==> config.mk <==
export PLATFORM = sky130hd
export DESIGN_NAME = bsm_setting_monitor_bank
export DESIGN_NICKNAME = d
export VERILOG_FILES = /design/src/bsm_setting_monitor_bank.v
export VERILOG_INCLUDE_DIRS = /design/src
export SDC_FILE = /design/constraint.sdc
export NUM_CORES = 1
export LEC_CHECK = 0
export ABC_CLOCK_PERIOD_IN_PS = 2570
export BUFFER_PORTS_ARGS = -buffer_cell sky130_fd_sc_hd__buf_2
export CORE_MARGIN = 2
export CORE_UTILIZATION = 44
export CTS_CLUSTER_SIZE = 20
export DETAILED_ROUTE_END_ITERATION = 8
export HOLD_SLACK_MARGIN = 0.05
export PLACE_DENSITY = 0.86
export SKIP_LAST_GASP = 1
export SLEW_MARGIN = 40
export SYNTH_ARGS = -nofsm -noshare
export SYNTH_HDL_FRONTEND = slang
export SYNTH_SLANG_ARGS = --single-unit
==> constraint.sdc <==
create_clock -name ref_clk_in -period 2.57 [get_ports ref_clk_in]
set_input_delay 0.514 -clock ref_clk_in [delete_from_list [all_inputs] [get_ports ref_clk_in]]
set_output_delay 0.514 -clock ref_clk_in [all_outputs]
set_load 0.1 [all_outputs]
==> src/bsm_defs.vh <==
// Constants for the bridge setting monitor bank.
`ifndef BSM_DEFS_VH
`define BSM_DEFS_VH
// Register indices; the byte address is four times the index.
`define BSM_IDX_WORD_CYCLES 12'h315
`define BSM_IDX_STARTUP 12'h316
`define BSM_IDX_DBL_CHECK 12'h317
`define BSM_IDX_AUTO_RECOV 12'h318
`define BSM_IDX_IN_POLICY 12'h319
`define BSM_IDX_OUT_POLICY 12'h31a
`define BSM_IDX_EASY_SWAP 12'h31b
`define BSM_IDX_INIT_CMD 12'h402
`define BSM_IDX_INIT_DONE 12'h403
`define BSM_IDX_IRQ_STATUS 12'h404
`define BSM_IDX_IRQ_MASK 12'h405
// Field values.
`define BSM_CMD_BIT 0
`define BSM_DBL_ALL_A 16'h0000
`define BSM_DBL_ALL_B 16'h0020
`define BSM_DBL_MAX 16'h0020
`define BSM_RESP_OKAY 2'b00
`define BSM_RESP_SLVERR 2'b10
// Interrupt status bits.
`define BSM_IRQ_DONE_BIT 0
`define BSM_IRQ_CMD_BIT 1
`define BSM_IRQ_W 2
`endif

==> src/bsm_setting_monitor_bank.v <==
// AXI4-Lite register bank mirroring the active bridge settings and the parameter init command.
//
// Behaviour
// - Word cycle count is read back live.
// - Word cycles read zero without word transmission.
// - Startup mode reads zero or one.
// - Full double check reads 0000 or 0020.
// - Value n checks words one through n.
// - Auto recovery mode reads zero or one.
// - Word input fault policy reads zero/one.
// - Output fault policy reads zero or one.
// - Easy replacement reads zero enabled, one disabled.
// - Command bit zero erases and restores memory.
// - Command bit zero resets to no command.
// - Nonzero fixed bits raise no error.
// - New values appear only after power cycle.
// - Completion bit zero set when init finishes.
//
// Our own choice: register access over AXI4-Lite.
`timescale 1ns/1ps
`default_nettype none
`include "bsm_defs.vh"

module bsm_setting_monitor_bank #(
   parameter ADDR_W = 16
) (
   input wire ref_clk_in,
   input wire rst_in,
   // Active settings latched by the device at power-up.
   input wire word_tx_used_in,
   input wire [15:0] word_cycles_in,
   input wire startup_collect_in,
   input wire [15:0] dbl_check_in,
   input wire auto_recovery_in,
   input wire word_in_hold_in,
   input wire out_hold_in,
   input wire easy_swap_disable_in,
   // Non-volatile memory erase handshake.
   input wire nvm_init_done_in,
   output reg nvm_init_req_out,
   output reg irq_out,
   // AXI4-Lite slave.
   input wire [ADDR_W-1:0] s_axi_awaddr,
   input wire s_axi_awvalid,
   output reg s_axi_awready,
   input wire [31:0] s_axi_wdata,
   input wire [3:0] s_axi_wstrb,
   input wire s_axi_wvalid,
   output reg s_axi_wready,
   output reg [1:0] s_axi_bresp,
   output reg s_axi_bvalid,
   input wire s_axi_bready,
   input wire [ADDR_W-1:0] s_axi_araddr,
   input wire s_axi_arvalid,
   output reg s_axi_arready,
   output reg [31:0] s_axi_rdata,
   output reg [1:0] s_axi_rresp,
   output reg s_axi_rvalid,
   input wire s_axi_rready
);

   // ------------------------------------------------------------
   // Local constants
   // ------------------------------------------------------------
   // States of the erase sequencer.
   localparam ST_IDLE = 1'b0;
   localparam ST_BUSY = 1'b1;
   // Slots of the one-bit setting words, in register order.
   localparam NUM_FLAGS = 5;
   localparam FLAG_STARTUP = 0;
   localparam FLAG_AUTO_RECOV = 1;
   localparam FLAG_IN_POLICY = 2;
   localparam FLAG_OUT_POLICY = 3;
   localparam FLAG_EASY_SWAP = 4;

   // ------------------------------------------------------------
   // Write side declarations
   // ------------------------------------------------------------
   reg aw_held_r;
   reg [ADDR_W-1:0] aw_addr_r;
   reg w_held_r;
   reg [15:0] w_data_r;
   reg [1:0] w_strb_r;

   reg init_state_r;
   reg init_state_nxt;
   reg init_done_r;
   reg init_done_nxt;

   reg [`BSM_IRQ_W-1:0] irq_stat_r;
   reg [`BSM_IRQ_W-1:0] irq_stat_nxt;
   reg [`BSM_IRQ_W-1:0] irq_mask_r;
   reg [`BSM_IRQ_W-1:0] irq_set;
   reg [`BSM_IRQ_W-1:0] irq_clr;

   wire [ADDR_W-1:0] wr_addr;
   wire [ADDR_W-3:0] wr_idx;
   wire [15:0] w_eff_data;
   wire [1:0] w_eff_strb;
   wire aw_fire;
   wire w_fire;
   wire b_fire;
   wire do_write;
   wire hit_w;
   wire cmd_wr;
   wire init_busy;
   wire init_finish;
   wire mask_wr;
   wire stat_wr;

   // ------------------------------------------------------------
   // Write decode
   // ------------------------------------------------------------
   // A beat that arrives alone is parked until its partner shows up.
   assign aw_fire = s_axi_awvalid & s_axi_awready;
   assign w_fire = s_axi_wvalid & s_axi_wready;
   assign b_fire = s_axi_bvalid & s_axi_bready;
   assign wr_addr = aw_held_r ? aw_addr_r : s_axi_awaddr;
   assign wr_idx = wr_addr[ADDR_W-1:2];
   assign w_eff_data = w_held_r ? w_data_r : s_axi_wdata[15:0];
   assign w_eff_strb = w_held_r ? w_strb_r : s_axi_wstrb[1:0];
   assign do_write = (aw_held_r | aw_fire) & (w_held_r | w_fire) & ~s_axi_bvalid;
   // Read-back words accept writes so that a host sweep sees no error.
   assign hit_w = (wr_idx >= `BSM_IDX_WORD_CYCLES && wr_idx <= `BSM_IDX_EASY_SWAP) ||
      (wr_idx >= `BSM_IDX_INIT_CMD && wr_idx <= `BSM_IDX_IRQ_MASK);
   assign cmd_wr = do_write && wr_idx == `BSM_IDX_INIT_CMD && w_eff_strb[0] &&
      w_eff_data[`BSM_CMD_BIT];
   assign mask_wr = do_write && wr_idx == `BSM_IDX_IRQ_MASK && w_eff_strb[0];
   assign stat_wr = do_write && wr_idx == `BSM_IDX_IRQ_STATUS && w_eff_strb[0];
   assign init_busy = (init_state_r == ST_BUSY);
   assign init_finish = init_busy & nvm_init_done_in;

   // ------------------------------------------------------------
   // Write address capture
   // ------------------------------------------------------------
   always @(posedge ref_clk_in or posedge rst_in) begin
      if (rst_in) begin
         s_axi_awready <= 1'b0;
         aw_held_r <= 1'b0;
         aw_addr_r <= {ADDR_W{1'b0}};
      end else if (do_write) begin
         // The beat is consumed; ready stays low until the response is gone.
         s_axi_awready <= 1'b0;
         aw_held_r <= 1'b0;
      end else begin
         // Ready is offered only while nothing is pending on this channel.
         s_axi_awready <= ~aw_held_r & ~aw_fire & ~s_axi_bvalid;
         if (aw_fire) begin
            aw_held_r <= 1'b1;
            aw_addr_r <= s_axi_awaddr;
         end
      end
   end

   // ------------------------------------------------------------
   // Write data capture
   // ------------------------------------------------------------
   always @(posedge ref_clk_in or posedge rst_in) begin
      if (rst_in) begin
         s_axi_wready <= 1'b0;
         w_held_r <= 1'b0;
         w_data_r <= 16'h0000;
         w_strb_r <= 2'b00;
      end else if (do_write) begin
         s_axi_wready <= 1'b0;
         w_held_r <= 1'b0;
      end else begin
         s_axi_wready <= ~w_held_r & ~w_fire & ~s_axi_bvalid;
         if (w_fire) begin
            w_held_r <= 1'b1;
            // Only the low half carries a field; the upper half is dropped.
            w_data_r <= s_axi_wdata[15:0];
            w_strb_r <= s_axi_wstrb[1:0];
         end
      end
   end

   // ------------------------------------------------------------
   // Write response
   // ------------------------------------------------------------
   always @(posedge ref_clk_in or posedge rst_in) begin
      if (rst_in) begin
         s_axi_bvalid <= 1'b0;
         s_axi_bresp <= `BSM_RESP_OKAY;
      end else if (do_write) begin
         s_axi_bvalid <= 1'b1;
         // Read-back words accept the write with OKAY but keep their value.
         s_axi_bresp <= hit_w ? `BSM_RESP_OKAY : `BSM_RESP_SLVERR;
      end else if (b_fire) begin
         s_axi_bvalid <= 1'b0;
      end
   end

   // ------------------------------------------------------------
   // Interrupt mask
   // ------------------------------------------------------------
   always @(posedge ref_clk_in or posedge rst_in) begin
      if (rst_in) begin
         irq_mask_r <= {`BSM_IRQ_W{1'b0}};
      end else if (mask_wr) begin
         irq_mask_r <= w_eff_data[`BSM_IRQ_W-1:0];
      end
   end

   // ------------------------------------------------------------
   // Erase sequencer
   // ------------------------------------------------------------
   // The request stays up until memory confirms, so a slow erase is never cut short.
   always @* begin
      init_state_nxt = init_state_r;
      init_done_nxt = init_done_r;
      case (init_state_r)
         ST_IDLE: begin
            // Fixed bits are dropped silently; only bit zero starts an erase.
            if (cmd_wr) begin
               init_state_nxt = ST_BUSY;
               init_done_nxt = 1'b0;
            end
         end
         ST_BUSY: begin
            // A second command while busy is ignored; the running erase covers it.
            if (nvm_init_done_in) begin
               // Setting inputs are not touched; new values show after a power cycle.
               init_state_nxt = ST_IDLE;
               init_done_nxt = 1'b1;
            end
         end
         default: begin
            init_state_nxt = ST_IDLE;
         end
      endcase
   end

   always @(posedge ref_clk_in or posedge rst_in) begin
      if (rst_in) begin
         init_state_r <= ST_IDLE;
         init_done_r <= 1'b0;
         nvm_init_req_out <= 1'b0;
      end else begin
         init_state_r <= init_state_nxt;
         init_done_r <= init_done_nxt;
         nvm_init_req_out <= (cmd_wr | init_busy) & ~init_finish;
      end
   end

   // ------------------------------------------------------------
   // Interrupt status
   // ------------------------------------------------------------
   always @* begin
      irq_set = {`BSM_IRQ_W{1'b0}};
      irq_set[`BSM_IRQ_DONE_BIT] = init_finish;
      irq_set[`BSM_IRQ_CMD_BIT] = cmd_wr;
      irq_clr = {`BSM_IRQ_W{1'b0}};
      if (stat_wr) begin
         irq_clr = w_eff_data[`BSM_IRQ_W-1:0];
      end
      // Set wins over a clear written in the same cycle, so no event is lost.
      irq_stat_nxt = (irq_stat_r & ~irq_clr) | irq_set;
   end

   always @(posedge ref_clk_in or posedge rst_in) begin
      if (rst_in) begin
         irq_stat_r <= {`BSM_IRQ_W{1'b0}};
         irq_out <= 1'b0;
      end else begin
         irq_stat_r <= irq_stat_nxt;
         // Built from the next status so the line follows the bit without a lag.
         irq_out <= |(irq_stat_nxt & irq_mask_r);
      end
   end

   // ------------------------------------------------------------
   // Read-back words
   // ------------------------------------------------------------
   wire [ADDR_W-3:0] rd_idx;
   wire [NUM_FLAGS-1:0] flag_bits;
   wire [16*NUM_FLAGS-1:0] flag_words;
   wire [15:0] cycles_word;
   wire [15:0] dbl_word;
   wire ar_fire;
   wire r_fire;
   reg [15:0] rd_word;
   reg rd_hit;

   assign rd_idx = s_axi_araddr[ADDR_W-1:2];
   assign ar_fire = s_axi_arvalid & s_axi_arready;
   assign r_fire = s_axi_rvalid & s_axi_rready;
   assign flag_bits[FLAG_STARTUP] = startup_collect_in;
   assign flag_bits[FLAG_AUTO_RECOV] = auto_recovery_in;
   assign flag_bits[FLAG_IN_POLICY] = word_in_hold_in;
   assign flag_bits[FLAG_OUT_POLICY] = out_hold_in;
   assign flag_bits[FLAG_EASY_SWAP] = easy_swap_disable_in;
   // The cycle count reads zero whenever word transmission is off.
   assign cycles_word = word_tx_used_in ? word_cycles_in : 16'h0000;
   // 0000 and 0020 both mean every word; 0001..001f cover words 1..n; larger reads 0000.
   assign dbl_word = (dbl_check_in > `BSM_DBL_MAX) ? `BSM_DBL_ALL_A : dbl_check_in;

   // Each one-bit setting reads back as a whole word, zero or one.
   genvar gi;
   generate
      for (gi = 0; gi < NUM_FLAGS; gi = gi + 1) begin : g_flag
         assign flag_words[16*gi +: 16] = {15'h0000, flag_bits[gi]};
      end
   endgenerate

   // ------------------------------------------------------------
   // Read decode
   // ------------------------------------------------------------
   always @* begin
      rd_word = 16'h0000;
      rd_hit = 1'b1;
      case (rd_idx)
         `BSM_IDX_WORD_CYCLES: begin
            rd_word = cycles_word;
         end
         `BSM_IDX_STARTUP: begin
            rd_word = flag_words[16*FLAG_STARTUP +: 16];
         end
         `BSM_IDX_DBL_CHECK: begin
            rd_word = dbl_word;
         end
         `BSM_IDX_AUTO_RECOV: begin
            rd_word = flag_words[16*FLAG_AUTO_RECOV +: 16];
         end
         `BSM_IDX_IN_POLICY: begin
            rd_word = flag_words[16*FLAG_IN_POLICY +: 16];
         end
         `BSM_IDX_OUT_POLICY: begin
            rd_word = flag_words[16*FLAG_OUT_POLICY +: 16];
         end
         `BSM_IDX_EASY_SWAP: begin
            rd_word = flag_words[16*FLAG_EASY_SWAP +: 16];
         end
         `BSM_IDX_INIT_CMD: begin
            // Reads one while the erase runs and drops back to zero when it ends.
            rd_word = {15'h0000, init_busy};
         end
         `BSM_IDX_INIT_DONE: begin
            rd_word = {15'h0000, init_done_r};
         end
         `BSM_IDX_IRQ_STATUS: begin
            rd_word = {{(16-`BSM_IRQ_W){1'b0}}, irq_stat_r};
         end
         `BSM_IDX_IRQ_MASK: begin
            rd_word = {{(16-`BSM_IRQ_W){1'b0}}, irq_mask_r};
         end
         default: begin
            rd_hit = 1'b0;
         end
      endcase
   end

   // ------------------------------------------------------------
   // Read response
   // ------------------------------------------------------------
   always @(posedge ref_clk_in or posedge rst_in) begin
      if (rst_in) begin
         s_axi_arready <= 1'b0;
         s_axi_rvalid <= 1'b0;
         s_axi_rdata <= 32'h00000000;
         s_axi_rresp <= `BSM_RESP_OKAY;
      end else if (ar_fire) begin
         s_axi_arready <= 1'b0;
         s_axi_rvalid <= 1'b1;
         // Live inputs are captured here, so the data stands unchanged until taken.
         s_axi_rdata <= {16'h0000, rd_word};
         s_axi_rresp <= rd_hit ? `BSM_RESP_OKAY : `BSM_RESP_SLVERR;
      end else begin
         // An address is taken only when no read data is waiting.
         s_axi_arready <= ~s_axi_rvalid;
         if (r_fire) begin
            s_axi_rvalid <= 1'b0;
         end
      end
   end

endmodule // bsm_setting_monitor_bank
`default_nettype wire

==> flow_metrics.tcl <==
set metrics [dict create \
    async_reset_ff_share_pct 100.0 \
    critPathMaxFanout 11 \
    path_class "flip-flop to flip-flop" \
    relSlewSlack_pct 55.35 \
    outcome "finished, final reports clean" \
    post_cts_resized 0 \
    cts_tree "yes" \
    p_per_area_nw_per_um2 780.8 \
    wl_per_cell_microns 13.81 \
    yosys_warnings 0 \
    grt_pass1_vias 2216 \
    netlist_instances 253 \
    rows 28 \
    drc 0 \
    arrival_ns 2.36 \
    gp_congestion 0.8363 \
    crit_required_ns 2.76 \
    setup_viol 0 \
    grt_use_total_pct 18.21 \
    synth_area_leaders "dfrtp_1, mux2_2, buf_4" \
    numClockSinks 49 \
    clock_latency_ns 0.30 \
    clockRootBuffer "clkbuf_8" \
    mostFrequentLayoutCell "buf_2" \
    ctsHoldBuffers 0 \
    setup_ws_ns 0.4033 \
    yosysUniqueCellTypes 54 \
    vias_per_cell 5.306 \
    core_area_sq_um 5886 \
    vias 2308 \
    period_share_pct 84.31 \
    synth_top_area_share_pct 45.79 \
    whs_ns 0.1492 \
    drt_first_iter_violations 44 \
    yosysSeqAreaShare_pct 45.79 \
    end_kind "flip-flop" \
    reg2reg_to "irq_out$_DFF_PP0_" \
    drv_slew 0 \
    grt_first_pass_wirelength_microns 9418 \
    initial_core_util_pct 45.49 \
    routed_wl_microns 6009 \
    hpwl_microns 4822 \
    fp.dieW_microns 82.01 \
    grt_overflow 0 \
    fin_skew_ns 0.003724 \
    grt_setup_unrepaired "no" \
    drive_gt1_share_pct 42.22 \
    reg2reg_from "aw_held_r$_DFFE_PP0P_" \
    finalSetupTns_ns 0 \
    ys_ff_latch 49 \
    drtPass1Iterations 4 \
    port_buffers 101 \
    final_net_count 473 \
    yosysTopAreaCell "dfrtp_1" \
    die_h_microns 82.01 \
    ant_nets 0 \
    drv_cap 0 \
    stdcell_count 435 \
    cts_max_level 2 \
    fin_crit_ns 2.167 \
    ctsLongestPathBuffers 2 \
    fmax_mhz 461.5 \
    antenna_found_initial 0 \
    grt_max_degree 20 \
    ir_drop_mv 0.8986 \
    r2r_cells 6 \
    worstSetupStartpointType "flip-flop" \
    dp_slack_ns 0.2129 \
    cts_made_buffers 5 \
    avgSynthCellArea_sq_um 10.58 \
    final_cell_mix "buf_2, dfrtp_1, mux2_2, nor2_1, conb_1" \
    syn_to_final_growth_pct 23.65 \
    clk_pin_slew_ns 0.09 \
    cts_setup_buffers 0 \
    synth_edf_count 0 \
    dieArea_sq_um 6726 \
    hp-class "primary input to asynchronous set/reset pin" \
    io_pins 157 \
    worst_pin_slew_ns 0.6685 \
    placed_cells 427 \
    synthFlopType "dfrtp_1" \
    regToRegSetupSlack_ns 0.40 \
    syn_area_sq_um 2678 \
    diodes 0 \
    p_leak_nw 1.614 \
    hold_viol 0 \
]
==> cell usage after synthesis, drive strengths merged, types with 3 or more instances <==
cell,count
and2,3
nor3b,3
nand2,13
a21oi,7
clkbuf,5
a22o,10
nor3,10
a22oi,4
o21ai,12
nor4b,3
inv,8
nor2,18
mux2i,6
buf,21
nand2b,5
mux2,24
nor4,6
nor2b,3
dfrtp,49
nand3,5
==> stage by stage <==
stage                     cell area [sq um]  utilization, %  power, mW
after global placement                 3228           54.85      2.119
after detailed placement               3228           54.85      2.163
final                                  3311           56.25      2.585
after floorplan                        2741               -      1.943
after global routing                   3311           56.25      2.740
after CTS                              3311           56.25      2.602
==> report_power, final <==
| part | internal (mW) | switching (mW) |
|---|---|---|
| sequential | 0.954 | 0.163 |
| combinational | 0.382 | 0.650 |
| clock | 0.189 | 0.247 |
==> kinds of logic after synthesis <==
logic type,Yosys count,synth area share [%]
AND/OR/NAND/NOR,84,18.51
AO/OA/AOI/OAI,52,14.21
flip-flops,49,45.79
buffers and inverters,34,7.524
multiplexers,31,13.18
XOR/XNOR,2,0.6543
other,1,0.1401
==> metal layers <==
metal,GRT usage [%],part of all wire (%),up-vias
met1,20.68,41,1095
met5,0,0,-
met3,3.736,6.2,11
li1,-,-,1107
met2,32.52,51,95
met4,8.500,1.9,0
==> state kept, by name, indices dropped and copies added (netlist names), 2 cells and up <==
signal       count
s_axi_rdata     16
irq_mask_r       2
aw_addr_r       14
irq_stat_r       2
w_data_r         2
==> worst max-delay path by stage <==
| stage | slack (ns) | endpoint | startpoint |
|---|---|---|---|
| 2_1_floorplan | 0.06 | irq_out$_DFF_PP0_ | s_axi_wready$_DFF_PP0_ |
| 3_5_place_dp | 0.21 | s_axi_rdata[4]$_DFFE_PP0P_ | s_axi_araddr[8] |
| 4_1_cts | 0.41 | irq_out$_DFF_PP0_ | aw_held_r$_DFFE_PP0P_ |
| 3_3_place_gp | 0.28 | s_axi_rdata[0]$_DFFE_PP0P_ | s_axi_araddr[8] |
| 5_1_grt | 0.23 | irq_out$_DFF_PP0_ | aw_held_r$_DFFE_PP0P_ |
| 6_report | 0.40 | irq_out$_DFF_PP0_ | aw_held_r$_DFFE_PP0P_ |
==> critical path, stage by stage, from the launching register on <==
cell,delay (ns)
dfrtp_1,0.50
buf_4,0.23
nor3_1,0.21
o22ai_1,0.18
nor4_4,0.39
a41oi_2,0.18
a221o_1,0.37
==> final cells by class <==
type                       instances  area, sq um
sequential                        49         1226
clock inverter                     2        10.01
inverter                           8        30.03
fill                             525         2575
clock buffer                       6        72.57
tap                               75        93.84
multi-input combinational        187         1320
timing repair buffer             108        558.0
(Power assumes the default switching activity.)
